--- src/eis_map.vh ---
`ifndef EIS_MAP_VH
`define EIS_MAP_VH

// ********************************************************
// Register byte addresses
// ********************************************************
`define EIS_ADDR_FLAGS    32'he01f_c140
`define EIS_ADDR_MODE     32'he01f_c148
`define EIS_ADDR_POLARITY 32'he01f_c14c
`define EIS_ADDR_MASK     32'he01f_c150

// ********************************************************
// Field layout and reset values
// ********************************************************
`define EIS_NCH           4
`define EIS_FIELD_MSB     3
`define EIS_NPIN          9
`define EIS_RST_MODE      4'h0
`define EIS_RST_POLARITY  4'h0
`define EIS_RST_MASK      4'h0
`define EIS_RST_FLAGS     4'h0

// ********************************************************
// Pin slices per channel
// ********************************************************
`define EIS_CH0_LSB       0
`define EIS_CH1_LSB       2
`define EIS_CH2_LSB       4
`define EIS_CH3_LSB       6

// ********************************************************
// Bus answers
// ********************************************************
`define EIS_RESP_OKAY     2'h0
`define EIS_RESP_SLVERR   2'h2

`endif

--- src/eis_combiner.v ---
// Function
// Per-channel mode bit: 0 level, 1 edge
// Polarity bit: 0 low/falling, 1 high/rising
// Upper bits 7:4 of mode/polarity undefined
// Software writes no ones to bits 7:4
// Request only from selected pins, enabled channels; combined_irq_request_o is not gated by the enable mask
// Software disables channel before changing polarity
// Polarity change may set flag; tolerated
// Combiner sees pin levels and selects
// Level low-active: AND selected pins
// Level high-active: OR selected pins
// Edge mode: lowest selected pin only
// Software selects one pin in edge mode
// Handler reads port levels for source
// Flag set on active level or edge
// Write one clears flag unless level active
// Synchronise inputs, compare with previous sample
`timescale 1ns/100ps
`default_nettype none
`include "eis_map.vh"

// ********************************************************
// One channel: combine, detect, flag
// ********************************************************
module eis_chan #(
  parameter NPIN = 2
) (
  // Clock and reset
  input  wire            sys_clk_i,
  input  wire            rstn_i,
  // Pins, already synchronised
  input  wire [NPIN-1:0] pin_i,
  input  wire [NPIN-1:0] sel_i,
  // Configuration
  input  wire            edge_i,
  input  wire            pol_i,
  input  wire            clr_i,
  // Results
  output reg             flag_o,
  output reg             comb_o
);

  reg  lowest;
  reg  prev_q;
  wire any_sel;
  wire and_v;
  wire or_v;
  wire lvl_act;
  wire edge_act;
  wire edge_hit;
  wire flag_d;
  integer i;

  // Unselected pins are neutral for both gates
  assign any_sel = |sel_i;
  assign and_v   = &(pin_i | ~sel_i);
  assign or_v    = |(pin_i & sel_i);
  assign lvl_act = any_sel & (pol_i ? or_v : ~and_v);

  // Descending scan leaves the lowest selected pin
  always @* begin
    lowest = 1'b0;
    for (i = NPIN - 1; i >= 0; i = i - 1) begin
      if (sel_i[i]) begin
        lowest = pin_i[i];
      end
    end
  end

  // Edge seen on the polarity-adjusted level, so a polarity
  // flip can raise a flag; software clears it afterwards
  assign edge_act = any_sel & (pol_i ? lowest : ~lowest);
  assign edge_hit = edge_act & ~prev_q;

  // Set wins over clear, which keeps a level flag up
  assign flag_d = (edge_i ? edge_hit : lvl_act)
                | (flag_o & ~clr_i);

  always @(posedge sys_clk_i or negedge rstn_i) begin
    if (!rstn_i) begin
      prev_q <= 1'b0;
      flag_o <= 1'b0;
      comb_o <= 1'b0;
    end else begin
      prev_q <= edge_act;
      flag_o <= flag_d;
      comb_o <= edge_i ? edge_act : lvl_act;
    end
  end

endmodule

// ********************************************************
// Top: pin sync, registers, AXI4-Lite slave
// ********************************************************
module eis_combiner (
  // Clock and reset
  input  wire        sys_clk_i,
  input  wire        rstn_i,
  // Pins and pin-mux selects
  input  wire [8:0]  pin_levels_i,
  input  wire [8:0]  pin_func_sel_i,
  // Interrupt controller enable mask
  input  wire [3:0]  vector_irq_enable_mask_i,
  // AXI4-Lite write address
  input  wire [31:0] s_axi_awaddr_i,
  input  wire        s_axi_awvalid_i,
  output reg         s_axi_awready_o,
  // AXI4-Lite write data
  input  wire [31:0] s_axi_wdata_i,
  input  wire [3:0]  s_axi_wstrb_i,
  input  wire        s_axi_wvalid_i,
  output reg         s_axi_wready_o,
  // AXI4-Lite write response
  output reg  [1:0]  s_axi_bresp_o,
  output reg         s_axi_bvalid_o,
  input  wire        s_axi_bready_i,
  // AXI4-Lite read address
  input  wire [31:0] s_axi_araddr_i,
  input  wire        s_axi_arvalid_i,
  output reg         s_axi_arready_o,
  // AXI4-Lite read data
  output reg  [31:0] s_axi_rdata_o,
  output reg  [1:0]  s_axi_rresp_o,
  output reg         s_axi_rvalid_o,
  input  wire        s_axi_rready_i,
  // Results
  output reg  [3:0]  ext_irq_req_o,
  output reg  [3:0]  combined_irq_request_o,
  output reg         irq_o
);

  reg  [8:0]  pin_meta_q;
  reg  [8:0]  pin_sync_q;
  reg  [3:0]  edge_select_q;
  reg  [3:0]  polarity_select_q;
  reg  [3:0]  irq_mask_q;
  reg         aw_hold_q;
  reg  [31:0] awaddr_q;
  reg         w_hold_q;
  reg  [31:0] wdata_q;
  reg  [3:0]  wstrb_q;
  reg  [31:0] rdata_d;
  reg  [1:0]  rresp_d;
  wire        wr_go;
  wire        wr_hit;
  wire        wr_lane0;
  wire [3:0]  flag_clr;
  wire [3:0]  ext_irq_flags;
  wire [3:0]  comb_req;

  // ********************************************************
  // Pin synchroniser
  // ********************************************************
  // Pins are asynchronous; the first stage feeds only the second
  always @(posedge sys_clk_i or negedge rstn_i) begin
    if (!rstn_i) begin
      pin_meta_q <= 9'h000;
      pin_sync_q <= 9'h000;
    end else begin
      pin_meta_q <= pin_levels_i;
      pin_sync_q <= pin_meta_q;
    end
  end

  // ********************************************************
  // Channels
  // ********************************************************
  eis_chan #(.NPIN(2)) u_ext_irq_channel_0 (
    .sys_clk_i (sys_clk_i),
    .rstn_i    (rstn_i),
    .pin_i     (pin_sync_q[`EIS_CH0_LSB+1:`EIS_CH0_LSB]),
    .sel_i     (pin_func_sel_i[`EIS_CH0_LSB+1:`EIS_CH0_LSB]),
    .edge_i    (edge_select_q[0]),
    .pol_i     (polarity_select_q[0]),
    .clr_i     (flag_clr[0]),
    .flag_o    (ext_irq_flags[0]),
    .comb_o    (comb_req[0])
  );
  eis_chan #(.NPIN(2)) u_ext_irq_channel_1 (
    .sys_clk_i (sys_clk_i),
    .rstn_i    (rstn_i),
    .pin_i     (pin_sync_q[`EIS_CH1_LSB+1:`EIS_CH1_LSB]),
    .sel_i     (pin_func_sel_i[`EIS_CH1_LSB+1:`EIS_CH1_LSB]),
    .edge_i    (edge_select_q[1]),
    .pol_i     (polarity_select_q[1]),
    .clr_i     (flag_clr[1]),
    .flag_o    (ext_irq_flags[1]),
    .comb_o    (comb_req[1])
  );
  eis_chan #(.NPIN(2)) u_ext_irq_channel_2 (
    .sys_clk_i (sys_clk_i),
    .rstn_i    (rstn_i),
    .pin_i     (pin_sync_q[`EIS_CH2_LSB+1:`EIS_CH2_LSB]),
    .sel_i     (pin_func_sel_i[`EIS_CH2_LSB+1:`EIS_CH2_LSB]),
    .edge_i    (edge_select_q[2]),
    .pol_i     (polarity_select_q[2]),
    .clr_i     (flag_clr[2]),
    .flag_o    (ext_irq_flags[2]),
    .comb_o    (comb_req[2])
  );
  eis_chan #(.NPIN(3)) u_ext_irq_channel_3 (
    .sys_clk_i (sys_clk_i),
    .rstn_i    (rstn_i),
    .pin_i     (pin_sync_q[`EIS_CH3_LSB+2:`EIS_CH3_LSB]),
    .sel_i     (pin_func_sel_i[`EIS_CH3_LSB+2:`EIS_CH3_LSB]),
    .edge_i    (edge_select_q[3]),
    .pol_i     (polarity_select_q[3]),
    .clr_i     (flag_clr[3]),
    .flag_o    (ext_irq_flags[3]),
    .comb_o    (comb_req[3])
  );

  // ********************************************************
  // Write channel
  // ********************************************************
  assign wr_go    = aw_hold_q & w_hold_q & ~s_axi_bvalid_o;
  assign wr_lane0 = wr_go & wstrb_q[0];
  assign wr_hit   = (awaddr_q == `EIS_ADDR_FLAGS)
                  | (awaddr_q == `EIS_ADDR_MODE)
                  | (awaddr_q == `EIS_ADDR_POLARITY)
                  | (awaddr_q == `EIS_ADDR_MASK);
  assign flag_clr = (wr_lane0 && awaddr_q == `EIS_ADDR_FLAGS) ?
                    wdata_q[`EIS_FIELD_MSB:0] : 4'h0;

  always @(posedge sys_clk_i or negedge rstn_i) begin
    if (!rstn_i) begin
      aw_hold_q         <= 1'b0;
      awaddr_q          <= 32'h0000_0000;
      w_hold_q          <= 1'b0;
      wdata_q           <= 32'h0000_0000;
      wstrb_q           <= 4'h0;
      s_axi_awready_o   <= 1'b1;
      s_axi_wready_o    <= 1'b1;
      s_axi_bvalid_o    <= 1'b0;
      s_axi_bresp_o     <= `EIS_RESP_OKAY;
      edge_select_q     <= `EIS_RST_MODE;
      polarity_select_q <= `EIS_RST_POLARITY;
      irq_mask_q        <= `EIS_RST_MASK;
    end else begin
      // Address and data taken in either order
      if (s_axi_awvalid_i && s_axi_awready_o) begin
        aw_hold_q       <= 1'b1;
        awaddr_q        <= s_axi_awaddr_i;
        s_axi_awready_o <= 1'b0;
      end
      if (s_axi_wvalid_i && s_axi_wready_o) begin
        w_hold_q       <= 1'b1;
        wdata_q        <= s_axi_wdata_i;
        wstrb_q        <= s_axi_wstrb_i;
        s_axi_wready_o <= 1'b0;
      end
      if (wr_go) begin
        aw_hold_q      <= 1'b0;
        w_hold_q       <= 1'b0;
        s_axi_bvalid_o <= 1'b1;
        s_axi_bresp_o  <= wr_hit ? `EIS_RESP_OKAY : `EIS_RESP_SLVERR;
      end
      // Readies reopen only after the response, one write at a time
      if (s_axi_bvalid_o && s_axi_bready_i) begin
        s_axi_bvalid_o  <= 1'b0;
        s_axi_awready_o <= 1'b1;
        s_axi_wready_o  <= 1'b1;
      end
      // Bits 7:4 are not stored; writes to them are dropped
      if (wr_lane0 && awaddr_q == `EIS_ADDR_MODE) begin
        edge_select_q <= wdata_q[`EIS_FIELD_MSB:0];
      end
      if (wr_lane0 && awaddr_q == `EIS_ADDR_POLARITY) begin
        polarity_select_q <= wdata_q[`EIS_FIELD_MSB:0];
      end
      if (wr_lane0 && awaddr_q == `EIS_ADDR_MASK) begin
        irq_mask_q <= wdata_q[`EIS_FIELD_MSB:0];
      end
    end
  end

  // ********************************************************
  // Read channel
  // ********************************************************
  // Undefined upper bits are given as zero
  always @* begin
    rdata_d = 32'h0000_0000;
    rresp_d = `EIS_RESP_OKAY;
    case (s_axi_araddr_i)
      `EIS_ADDR_FLAGS: begin
        rdata_d[`EIS_FIELD_MSB:0] = ext_irq_flags;
      end
      `EIS_ADDR_MODE: begin
        rdata_d[`EIS_FIELD_MSB:0] = edge_select_q;
      end
      `EIS_ADDR_POLARITY: begin
        rdata_d[`EIS_FIELD_MSB:0] = polarity_select_q;
      end
      `EIS_ADDR_MASK: begin
        rdata_d[`EIS_FIELD_MSB:0] = irq_mask_q;
      end
      default: begin
        rresp_d = `EIS_RESP_SLVERR;
      end
    endcase
  end

  always @(posedge sys_clk_i or negedge rstn_i) begin
    if (!rstn_i) begin
      s_axi_arready_o <= 1'b1;
      s_axi_rvalid_o  <= 1'b0;
      s_axi_rdata_o   <= 32'h0000_0000;
      s_axi_rresp_o   <= `EIS_RESP_OKAY;
    end else begin
      if (s_axi_arvalid_i && s_axi_arready_o) begin
        s_axi_arready_o <= 1'b0;
        s_axi_rvalid_o  <= 1'b1;
        s_axi_rdata_o   <= rdata_d;
        s_axi_rresp_o   <= rresp_d;
      end
      if (s_axi_rvalid_o && s_axi_rready_i) begin
        s_axi_rvalid_o  <= 1'b0;
        s_axi_arready_o <= 1'b1;
      end
    end
  end

  // ********************************************************
  // Outputs
  // ********************************************************
  // Flags run regardless of the enable mask; only ext_irq_req_o is gated, combined_irq_request_o is not
  always @(posedge sys_clk_i or negedge rstn_i) begin
    if (!rstn_i) begin
      ext_irq_req_o          <= 4'h0;
      combined_irq_request_o <= 4'h0;
      irq_o                  <= 1'b0;
    end else begin
      ext_irq_req_o          <= ext_irq_flags & vector_irq_enable_mask_i;
      combined_irq_request_o <= comb_req;
      irq_o                  <= |(ext_irq_flags & irq_mask_q);
    end
  end
endmodule
`default_nettype wire

--- config.mk ---
export PLATFORM = sky130hd
export DESIGN_NAME = eis_combiner
export DESIGN_NICKNAME = d
export VERILOG_FILES = /design/src/eis_combiner.v
export VERILOG_INCLUDE_DIRS = /design/src /design/src/src
export SDC_FILE = /design/constraint.sdc
export NUM_CORES = 1
export LEC_CHECK = 0
export BUFFER_PORTS_ARGS = -buffer_cell sky130_fd_sc_hd__buf_2
export CAP_MARGIN = 20
export CORE_MARGIN = 2
export CORE_UTILIZATION = 48
export CTS_CLUSTER_SIZE = 24
export DETAILED_ROUTE_END_ITERATION = 12
export PLACE_DENSITY = 0.83
export SYNTH_ARGS = -nofsm -noshare
export SYNTH_HDL_FRONTEND = slang
export SYNTH_SLANG_ARGS = --single-unit
--- constraint.sdc ---
create_clock -name sys_clk_i -period 2.3 [get_ports sys_clk_i]
set_input_delay 0.115 -clock sys_clk_i [delete_from_list [all_inputs] [get_ports sys_clk_i]]
set_output_delay 0.115 -clock sys_clk_i [all_outputs]
set_load 0.01 [all_outputs]
==> results.sh, run 1 <==
export IMPL_switchingPower_w=0.001285
export IMPL_place_area_mm2=0.005020
export IMPL_globalplace_congestion=0.7259
export IMPL_seqPwrFrac_pct=54.1
export IMPL_post_cts_setup_buffers=0
export IMPL_worst_slew_pin_slew_ps=728.3
export IMPL_yosys_warnings=0
export IMPL_grt_use_total_pct=19.17
export IMPL_clock_sinks=101
export IMPL_final_max_slew_viol_count=0
export IMPL_end_kind="flip-flop"
export IMPL_status="complete, no violations"
export IMPL_ys_seq_elements=101
export IMPL_finalSetupTns_ps=0
export IMPL_top_regs="awaddr_q (32), pin_meta_q (9), pin_sync_q (9)"
export IMPL_ant_nets=0
export IMPL_regMostFlops="awaddr_q"
export IMPL_slew_headroom_pct=51.00
export IMPL_grt_max_degree=102
export IMPL_die_y_um=99.75
export IMPL_cts_buffers=9
export IMPL_switching_share_pct=27.87
export IMPL_fin_total_pwr_w=0.004609
export IMPL_final_cell_count_no_fill=630
export IMPL_rows=34
export IMPL_hold_buffers=52
export IMPL_critPathMaxFanout=8
export IMPL_hold_slack_ps=11.14
export IMPL_viasPerCell=5.103
export IMPL_initial_core_util_pct=49.97
export IMPL_io_buffers=117
export IMPL_die_area_mm2=0.009949
export IMPL_drt_total_wl_um=9272
export IMPL_required_ps=2540
export IMPL_period_share_pct=93.92
export IMPL_synth_edff_count=0
export IMPL_cp_data_arrival_time_ps=2400
export IMPL_placedCellCount=562
export IMPL_clk_pin_slew_ps=90
export IMPL_design_area_mm2=0.005742
export IMPL_largest_reg_flops=32
export IMPL_fp_dieW_um=99.75
export IMPL_clock_skew_ps=5.554
export IMPL_synth_main_ff_cell="dfrtp_1"
export IMPL_max_freq_mhz=462.9
export IMPL_io_pins=179
export IMPL_via_count=3215
export IMPL_finalSetupViolCount=0
export IMPL_p_int_w=0.003325
export IMPL_avgSynthCellArea_um2=12.90
export IMPL_grt_overflow=0
export IMPL_cp_start_kind="flip-flop"
export IMPL_period_needed_ps=2160
export IMPL_synthCells=341
export IMPL_cts_buffer_depth=2
export IMPL_synthArstFlopShare_pct=100.0
export IMPL_power_density_mw_per_mm2=802.8
export IMPL_dr_pass1_iters=4
export IMPL_cts_tree="done"
export IMPL_first_iter_violations=108
export IMPL_drive_gt1_share_pct=38.12
export IMPL_clkPwrFrac_pct=24.2
export IMPL_worst_skew_pair_late_latency_ps=350
export IMPL_core_region_area_mm2=0.008806
export IMPL_syn_area_mm2=0.004400
export IMPL_place_hpwl_um=6415
export IMPL_ys_seq_area_share_pct=57.52
export IMPL_grt_antenna_before_repair=0
export IMPL_antenna_cells=0
export IMPL_ir_drop_mv=0.5837
export IMPL_drc=0
export IMPL_crit_type="reg -> reg"
export IMPL_drt_wirelength_per_cell_um=14.72
export IMPL_cts_root_buf="clkbuf_8"
export IMPL_grt_pass1_wl_um=15080
export IMPL_final_nets=646
export IMPL_timing_hold_violations_final=0
export IMPL_grt_pass1_vias=3348
export IMPL_synthToLayoutAreaGrowth_pct=30.48
export IMPL_hold_class="in -> reg"
export IMPL_cts_max_level=3
export IMPL_max_cap_violations=0
export IMPL_rsz0062_at_grt="false"
export IMPL_combinationalPowerShare_pct=21.8
export IMPL_p_leak_nw=2.694
export IMPL_cts_resized_gates=0
export IMPL_synth_distinct_cells=50
## power groups by stage
stage / sequential [W] / combinational, W / clock [W]
2_1_floorplan: 0.00245 / 0.000683 / 0
3_3_place_gp: 0.00248 / 0.000886 / 0
3_5_place_dp: 0.00252 / 0.000929 / 0
4_1_cts: 0.00248 / 0.00100 / 0.00114
5_1_grt: 0.00255 / 0.00111 / 0.00122
6_report: 0.00249 / 0.00100 / 0.00111
## per-stage QoR
stage	util, %	setup slack [ps]
floorplan	-	497.0
global placement	57.00	313.7
detailed placement	57.00	220.3
CTS	65.20	200.6
global route	65.20	55.29
finish	65.20	139.9
## worst max-delay path, cell delays in order (launching register included)
cell and delay, ps:
dfrtp_1 390, nor4_1 410, nand4_2 370, nor3_2 490, mux2_2 390
## cell type report
cell class / count / area (um^2)
flip-flops and latches: 101 / 2531
inverters: 8 / 30.03
clock buffers: 11 / 141.4
fillers: 669 / 3064
multi-input cells: 225 / 1700
clock inverters: 5 / 60.06
well taps: 108 / 135.1
repair buffers: 172 / 1144
## layout by cell type (no fill, tap or decap), types with 9 or more instances in the layout
| cell | instances |
|---|---|
| buf_2 | 116 |
| dfrtp_1 | 98 |
| dlygate4sd3_1 | 52 |
| mux2_2 | 49 |
| conb_1 | 30 |
| nand2_1 | 20 |
| clkbuf_8 | 10 |
| nor2b_1 | 9 |
## cells in the mapped netlist, drive strengths merged, types with 2 or more instances
master / instances / area [um^2]
nand4b: 3 / 32.53
nand3b: 4 / 30.03
nand4: 6 / 43.79
a21oi: 6 / 30.03
clkbuf: 3 / 11.26
a32oi: 3 / 26.28
a2bb2oi: 3 / 26.28
mux2: 49 / 551.8
a311o: 3 / 30.03
and2: 4 / 25.02
o21ai: 6 / 30.03
and3b: 2 / 17.52
buf: 33 / 236.5
a221oi: 3 / 26.28
a22oi: 3 / 22.52
o2bb2ai: 3 / 26.28
or3b: 3 / 26.28
a22o: 4 / 35.03
o31ai: 4 / 30.03
nor2b: 9 / 56.30
inv: 8 / 30.03
nor3: 6 / 40.04
dfrtp: 98 / 2452
nor2: 8 / 30.03
o211ai: 3 / 22.52
nor4bb: 2 / 20.02
nand2b: 8 / 50.05
nand3: 2 / 10.01
nor4b: 5 / 50.04
nand2: 20 / 75.07
a21boi: 3 / 22.52
dfstp: 3 / 78.83
nor4: 4 / 46.29
mux2i: 7 / 70.07
and4bb: 2 / 25.02
## path summary, 6_finish.rpt
kind	startpoint	end	slack, ps	cells past startpoint
min reg2reg	pin_meta_q[5]	pin_sync_q[5]	350	0
max	awaddr_q[25]	edge_select_q[3]	140	4
max reg2reg	awaddr_q[25]	edge_select_q[3]	140	4
min	s_axi_bready_i	s_axi_wready_o	10	3
max in group asynchronous	rstn_i	s_axi_wready_o	1540	3
min in group asynchronous	rstn_i	ext_irq_req_o[1]	350	3
## cell families after synthesis
family,Yosys count,synth area share [%]
DFF,101,57.52
and+or+nand+nor,90,13.53
muxes,56,14.13
AOI/OAI and AO/OA,48,8.218
buffers and inverters,44,6.312
xor gates and xnor gates,1,0.1991
other,1,0.08522
## metal layers
layer | vias up | GRT usage, % | part of all wire, %
met4 | 0 | 6.955 | 1.8
met5 | - | 0 | 0
met2 | 131 | 35.55 | 53
met1 | 1535 | 21.45 | 39
met3 | 16 | 4.357 | 7.0
li1 | 1533 | - | -
Power figures use the tool's default switching activity.
==> run 2: changes to the inputs <==
--- a/config.mk
+++ b/config.mk
@@ -12,6 +12,7 @@
 export CORE_UTILIZATION = 48
 export CTS_CLUSTER_SIZE = 24
 export DETAILED_ROUTE_END_ITERATION = 12
+export HOLD_SLACK_MARGIN = 0.02
 export PLACE_DENSITY = 0.83
 export SYNTH_ARGS = -nofsm -noshare
 export SYNTH_HDL_FRONTEND = slang
==> results.sh, run 2 (synthesized netlist as in run 1, its figures left out) <==
export IMPL_hold_slack_ps=34.66
export IMPL_dp_slack_ps=220.3
export IMPL_drc=0
export IMPL_initial_core_util_pct=49.97
export IMPL_fin_total_pwr_w=0.004654
export IMPL_largest_reg_flops=32
export IMPL_max_cap_violations=0
export IMPL_cts_root_buf="clkbuf_8"
export IMPL_viasPerCell=5.088
export IMPL_place_hpwl_um=6415
export IMPL_required_ps=2540
export IMPL_grt_max_degree=102
export IMPL_cts_max_level=3
export IMPL_top_regs="awaddr_q (32), pin_meta_q (9), pin_sync_q (9)"
export IMPL_grt_use_total_pct=19.58
export IMPL_die_y_um=99.75
export IMPL_cts_tree="done"
export IMPL_setup_slack_ps=179.5
export IMPL_core_region_area_mm2=0.008806
export IMPL_clock_sinks=101
export IMPL_period_needed_ps=2121
export IMPL_max_freq_mhz=471.6
export IMPL_startpoint="awaddr_q[25]"
export IMPL_crit_family="simple AND/OR/NAND/NOR gates"
export IMPL_io_pins=179
export IMPL_regMostFlops="awaddr_q"
export IMPL_worst_slew_pin_slew_ps=728.3
export IMPL_final_max_slew_viol_count=0
export IMPL_final_common_cell="buf_2"
export IMPL_cp_cell_sequence="nor4_1 -> nand4_2 -> nor3_2 -> mux2_2"
export IMPL_status="complete, no violations"
export IMPL_critPathMaxFanout=8
export IMPL_grt_overflow=0
export IMPL_grt_pass1_wl_um=15360
export IMPL_layout_common_cells="buf_2 (116), dfrtp_1 (98), dlygate4sd3_1 (57), mux2_2 (49), conb_1 (30)"
export IMPL_grt_antenna_before_repair=0
export IMPL_period_share_pct=92.20
export IMPL_dr_pass1_iters=4
export IMPL_drt_wirelength_per_cell_um=14.86
export IMPL_drt_total_wl_um=9437
export IMPL_rows=34
export IMPL_globalplace_congestion=0.7259
export IMPL_worst_skew_pair_late_latency_ps=350
export IMPL_post_cts_setup_buffers=0
export IMPL_max_stage_delay_ps=490
export IMPL_cp_start_kind="flip-flop"
export IMPL_crit_type="reg -> reg"
export IMPL_finalSetupTns_ps=0
export IMPL_ant_nets=0
export IMPL_clk_pin_slew_ps=90
export IMPL_timing_hold_violations_final=0
export IMPL_rsz0062_at_grt="false"
export IMPL_cts_buffers=9
export IMPL_hold_class="in -> reg"
export IMPL_final_cell_count_no_fill=635
export IMPL_cts_buffer_depth=2
export IMPL_power_density_mw_per_mm2=803.5
export IMPL_hp_start="s_axi_bready_i"
export IMPL_end_kind="flip-flop"
export IMPL_placedCellCount=562
export IMPL_fp_dieW_um=99.75
export IMPL_drive_gt1_share_pct=37.76
export IMPL_via_count=3231
export IMPL_clock_skew_ps=4.925
export IMPL_cts_resized_gates=0
export IMPL_io_buffers=117
export IMPL_antenna_cells=0
export IMPL_synthToLayoutAreaGrowth_pct=31.62
export IMPL_worst_path_max_delay_cell="nor3_2"
export IMPL_critPathBufInv=0
export IMPL_die_area_mm2=0.009949
export IMPL_p_leak_nw=2.718
export IMPL_rr_startpoint="awaddr_q[25]"
export IMPL_slew_headroom_pct=51.00
export IMPL_hold_buffers=57
export IMPL_first_iter_violations=121
export IMPL_cp_data_arrival_time_ps=2360
export IMPL_grt_pass1_vias=3438
export IMPL_final_nets=651
export IMPL_ir_drop_mv=0.5146
export IMPL_finalSetupViolCount=0
==> run 2: worst register-to-register path, stage by stage (launching register included) <==
cell	delay (ps)
dfrtp_1	390
nor4_1	380
nand4_2	360
nor3_2	490
mux2_2	390
==> run 2: worst paths after layout <==
| check | to | cells past startpoint | slack [ps] |
|---|---|---|---|
| worst max-delay path | edge_select_q[3] | 4 | 180 |
| worst min-delay path | s_axi_bvalid_o | 3 | 30 |
| worst max register to register | edge_select_q[3] | 4 | 180 |
| worst min register to register | pin_sync_q[6] | 0 | 350 |
| max in group asynchronous | s_axi_awready_o | 3 | 1540 |
| min in group asynchronous | ext_irq_req_o[1] | 3 | 350 |
==> run 2: cell type report <==
class	count	area, um^2
tap	108	135.1
fill	664	3014
inverter	8	30.03
timing repair buffer	177	1194
sequential	101	2531
clock inverter	5	60.06
multi-input combinational	225	1700
clock buffer	11	141.4
==> run 2: power breakdown <==
group | internal [W] | switching (W)
Sequential | 0.00220 | 0.000296
Combinational | 0.000608 | 0.000423
Clock | 0.000533 | 0.000590
Total | 0.00334 | 0.00131
==> run 2: layer usage <==
metal / wire (um) / track usage (%) / up-vias
li1: - / - / 1543
met1: 3706 / 21.88 / 1545
met2: 4946 / 36.69 / 125
met3: 585 / 3.865 / 18
met4: 199 / 7.271 / 0
met5: 0 / 0 / -
==> run 2: through the flow <==
step,utilization (%),cell area (um^2)
3_5_place_dp,57.00,5020
5_1_grt,65.77,5792
4_1_cts,65.77,5792
6_report,65.77,5792
3_3_place_gp,57.00,5020
2_1_floorplan,-,4509
==> run 3: changes to the inputs <==
--- a/config.mk
+++ b/config.mk
@@ -8,12 +8,15 @@
 export LEC_CHECK = 0
 export BUFFER_PORTS_ARGS = -buffer_cell sky130_fd_sc_hd__buf_2
 export CAP_MARGIN = 20
+export CELL_PAD_IN_SITES_DETAIL_PLACEMENT = 1
+export CELL_PAD_IN_SITES_GLOBAL_PLACEMENT = 2
 export CORE_MARGIN = 2
-export CORE_UTILIZATION = 48
+export CORE_UTILIZATION = 30
 export CTS_CLUSTER_SIZE = 24
 export DETAILED_ROUTE_END_ITERATION = 12
 export HOLD_SLACK_MARGIN = 0.02
-export PLACE_DENSITY = 0.83
+export PLACE_DENSITY = 0.82
+export SETUP_SLACK_MARGIN = 0.5
 export SYNTH_ARGS = -nofsm -noshare
 export SYNTH_HDL_FRONTEND = slang
 export SYNTH_SLANG_ARGS = --single-unit
==> results.sh, run 3 (synthesized netlist as in run 1, its figures left out) <==
export IMPL_io_buffers=117
export IMPL_clock_skew_ps=7.676
export IMPL_largest_reg_flops=32
export IMPL_cts_root_buf="clkbuf_16"
export IMPL_drc=0
export IMPL_worst_skew_pair_late_latency_ps=350
export IMPL_grt_pass1_wl_um=18990
export IMPL_switching_share_pct=29.37
export IMPL_critPathBufInv=2
export IMPL_top_regs="awaddr_q (32), pin_meta_q (9), pin_sync_q (9)"
export IMPL_critPathMaxFanout=6
export IMPL_grt_use_total_pct=15.23
export IMPL_clk_pin_slew_ps=70
export IMPL_synthToLayoutAreaGrowth_pct=39.55
export IMPL_ir_drop_mv=0.3965
export IMPL_setup_slack_ps=419.3
export IMPL_dr_pass1_iters=5
export IMPL_end_kind="flip-flop"
export IMPL_grt_antenna_before_repair=0
export IMPL_p_int_w=0.003551
export IMPL_period_needed_ps=1881
export IMPL_fin_total_pwr_w=0.005028
export IMPL_place_area_mm2=0.005146
export IMPL_cp_start_kind="flip-flop"
export IMPL_grt_pass1_vias=3707
export IMPL_cp_data_arrival_time_ps=2120
export IMPL_worst_path_max_delay_cell="dfrtp_1"
export IMPL_regMostFlops="awaddr_q"
export IMPL_clock_sinks=101
export IMPL_crit_family="simple AND/OR/NAND/NOR gates"
export IMPL_clkPwrFrac_pct=28.0
export IMPL_r2r_slack_ps=420
export IMPL_die_area_mm2=0.01565
export IMPL_fp_dieW_um=125.1
export IMPL_dp_slack_ps=301.4
export IMPL_globalplace_congestion=0.7205
export IMPL_drt_wirelength_per_cell_um=15.85
export IMPL_finalSetupTns_ps=0
export IMPL_switchingPower_w=0.001477
export IMPL_first_iter_violations=94
export IMPL_hold_class="in -> reg"
export IMPL_worst_slew_pin_slew_ps=556.5
export IMPL_grt_max_degree=51
export IMPL_combinationalPowerShare_pct=21.1
export IMPL_required_ps=2540
export IMPL_cts_max_level=3
export IMPL_seqPwrFrac_pct=50.9
export IMPL_worstReg2RegEnd="edge_select_q[2]"
export IMPL_drive_gt1_share_pct=40.19
export IMPL_viasPerCell=4.636
export IMPL_io_pins=179
export IMPL_regArea_mm2=0.002531
export IMPL_max_cap_violations=0
export IMPL_final_common_cell="buf_2"
export IMPL_finalSetupViolCount=0
export IMPL_design_area_mm2=0.006141
export IMPL_via_count=3333
export IMPL_crit_type="reg -> reg"
export IMPL_cts_tree="done"
export IMPL_hp_start="s_axi_bready_i"
export IMPL_drt_total_wl_um=11390
export IMPL_max_stage_delay_ps=430
export IMPL_antenna_cells=0
export IMPL_fillers=1568
export IMPL_rsz0062_at_grt="true"
export IMPL_period_share_pct=81.77
export IMPL_r2r_cells=6
export IMPL_cts_buffers=9
export IMPL_final_nets=659
export IMPL_ant_nets=0
export IMPL_status="complete, no violations"
export IMPL_power_density_mw_per_mm2=818.8
export IMPL_multi_input_area_mm2=0.001818
export IMPL_layout_common_cells="buf_2 (116), dfrtp_1 (98), dlygate4sd3_1 (55), mux2_2 (41), conb_1 (30)"
export IMPL_rows=44
export IMPL_slew_headroom_pct=62.62
export IMPL_whs_endpoint="s_axi_awready_o"
export IMPL_p_leak_nw=2.865
export IMPL_cp_cell_sequence="nor4b_4 -> nand4b_4 -> buf_6 -> nor3_4 -> buf_6 -> mux2_4"
export IMPL_die_y_um=125.1
export IMPL_max_freq_mhz=531.7
export IMPL_cts_buffer_depth=2
export IMPL_whs_path_depth=3
export IMPL_rr_startpoint="awaddr_q[9]"
export IMPL_core_region_area_mm2=0.01442
export IMPL_initial_core_util_pct=30.51
export IMPL_timing_hold_violations_final=0
export IMPL_grt_overflow=0
export IMPL_place_hpwl_um=7777
export IMPL_path_common_cell="buf_6"
export IMPL_final_max_slew_viol_count=0
==> run 3: cell count changes in the layout (fill, tap and decap cells not counted), moves of 2 or more <==
cell / delta
buf_6: +4
o31ai_4: +2
clkbuf_8: -10
nor3_4: +2
clkbuf_16: +9
mux2_4: +8
o31ai_1: -3
dlygate4sd3_1: -2
clkinv_2: +4
nor4_4: +2
mux2_2: -8
buf_4: +6
nor3_2: -2
==> run 3: routing by layer <==
metal | share of wire, % | routed length [um] | global-route usage [%] | vias up
met5 | 0 | 0 | 0 | -
met4 | 1.9 | 221 | 6.275 | 0
met3 | 7.0 | 801 | 4.707 | 16
met2 | 51 | 5867 | 27.69 | 120
met1 | 40 | 4504 | 16.39 | 1638
li1 | - | - | - | 1559
==> run 3: worst max-delay path by stage <==
| stage | to | startpoint | cells past startpoint | slack, ps |
|---|---|---|---|---|
| 3_5_place_dp | polarity_select_q[3] | awaddr_q[1] | 4 | 300 |
| 6_report | edge_select_q[2] | awaddr_q[9] | 6 | 420 |
| 5_1_grt | irq_mask_q[2] | awaddr_q[1] | 5 | 340 |
| 4_1_cts | polarity_select_q[0] | awaddr_q[26] | 6 | 470 |
| 3_3_place_gp | polarity_select_q[2] | awaddr_q[1] | 4 | 330 |
| 2_1_floorplan | polarity_select_q[0] | awaddr_q[9] | 4 | 510 |
==> run 3: layout make-up <==
type	instances	area share (%)
clock buffer	9	3.667
clock inverter	7	0.6927
multi-input combinational	225	29.60
inverter	8	0.4890
tap	184	3.749
timing repair buffer	185	20.58
sequential	101	41.22
==> run 3: what timing repair did <==
action	CTS	global route
resized for setup	8	16
hold buffers	55	0
buffers inserted	3	4
setup endpoints to repair	14	16
endpoints found under the hold margin	120	0
pin swaps	7	6
==> run 3: power by group through the flow <==
stage	registers, W	logic, W	clock network, W
2_1_floorplan	0.00245	0.000693	0
3_3_place_gp	0.00249	0.000911	0
3_5_place_dp	0.00253	0.000964	0
4_1_cts	0.00253	0.00105	0.00145
5_1_grt	0.00262	0.00117	0.00153
6_report	0.00256	0.00106	0.00141
==> run 3: metrics by stage <==
step | hold WS, ps | instances | utilization, %
after detailed placement | 17.79 | 641 | 35.68
after floorplan | -180.6 | 370 | -
after global placement | 10.54 | 641 | 35.68
after global routing | 63.83 | 719 | 42.57
final | 33.01 | 719 | 42.57
after CTS | 36.14 | 715 | 41.82
==> run 3: worst register-to-register path, stage by stage (launching register included) <==
cell and delay [ps]:
dfrtp_1 430, nor4b_4 340, nand4b_4 210, buf_6 180, nor3_4 160, buf_6 150, mux2_4 300
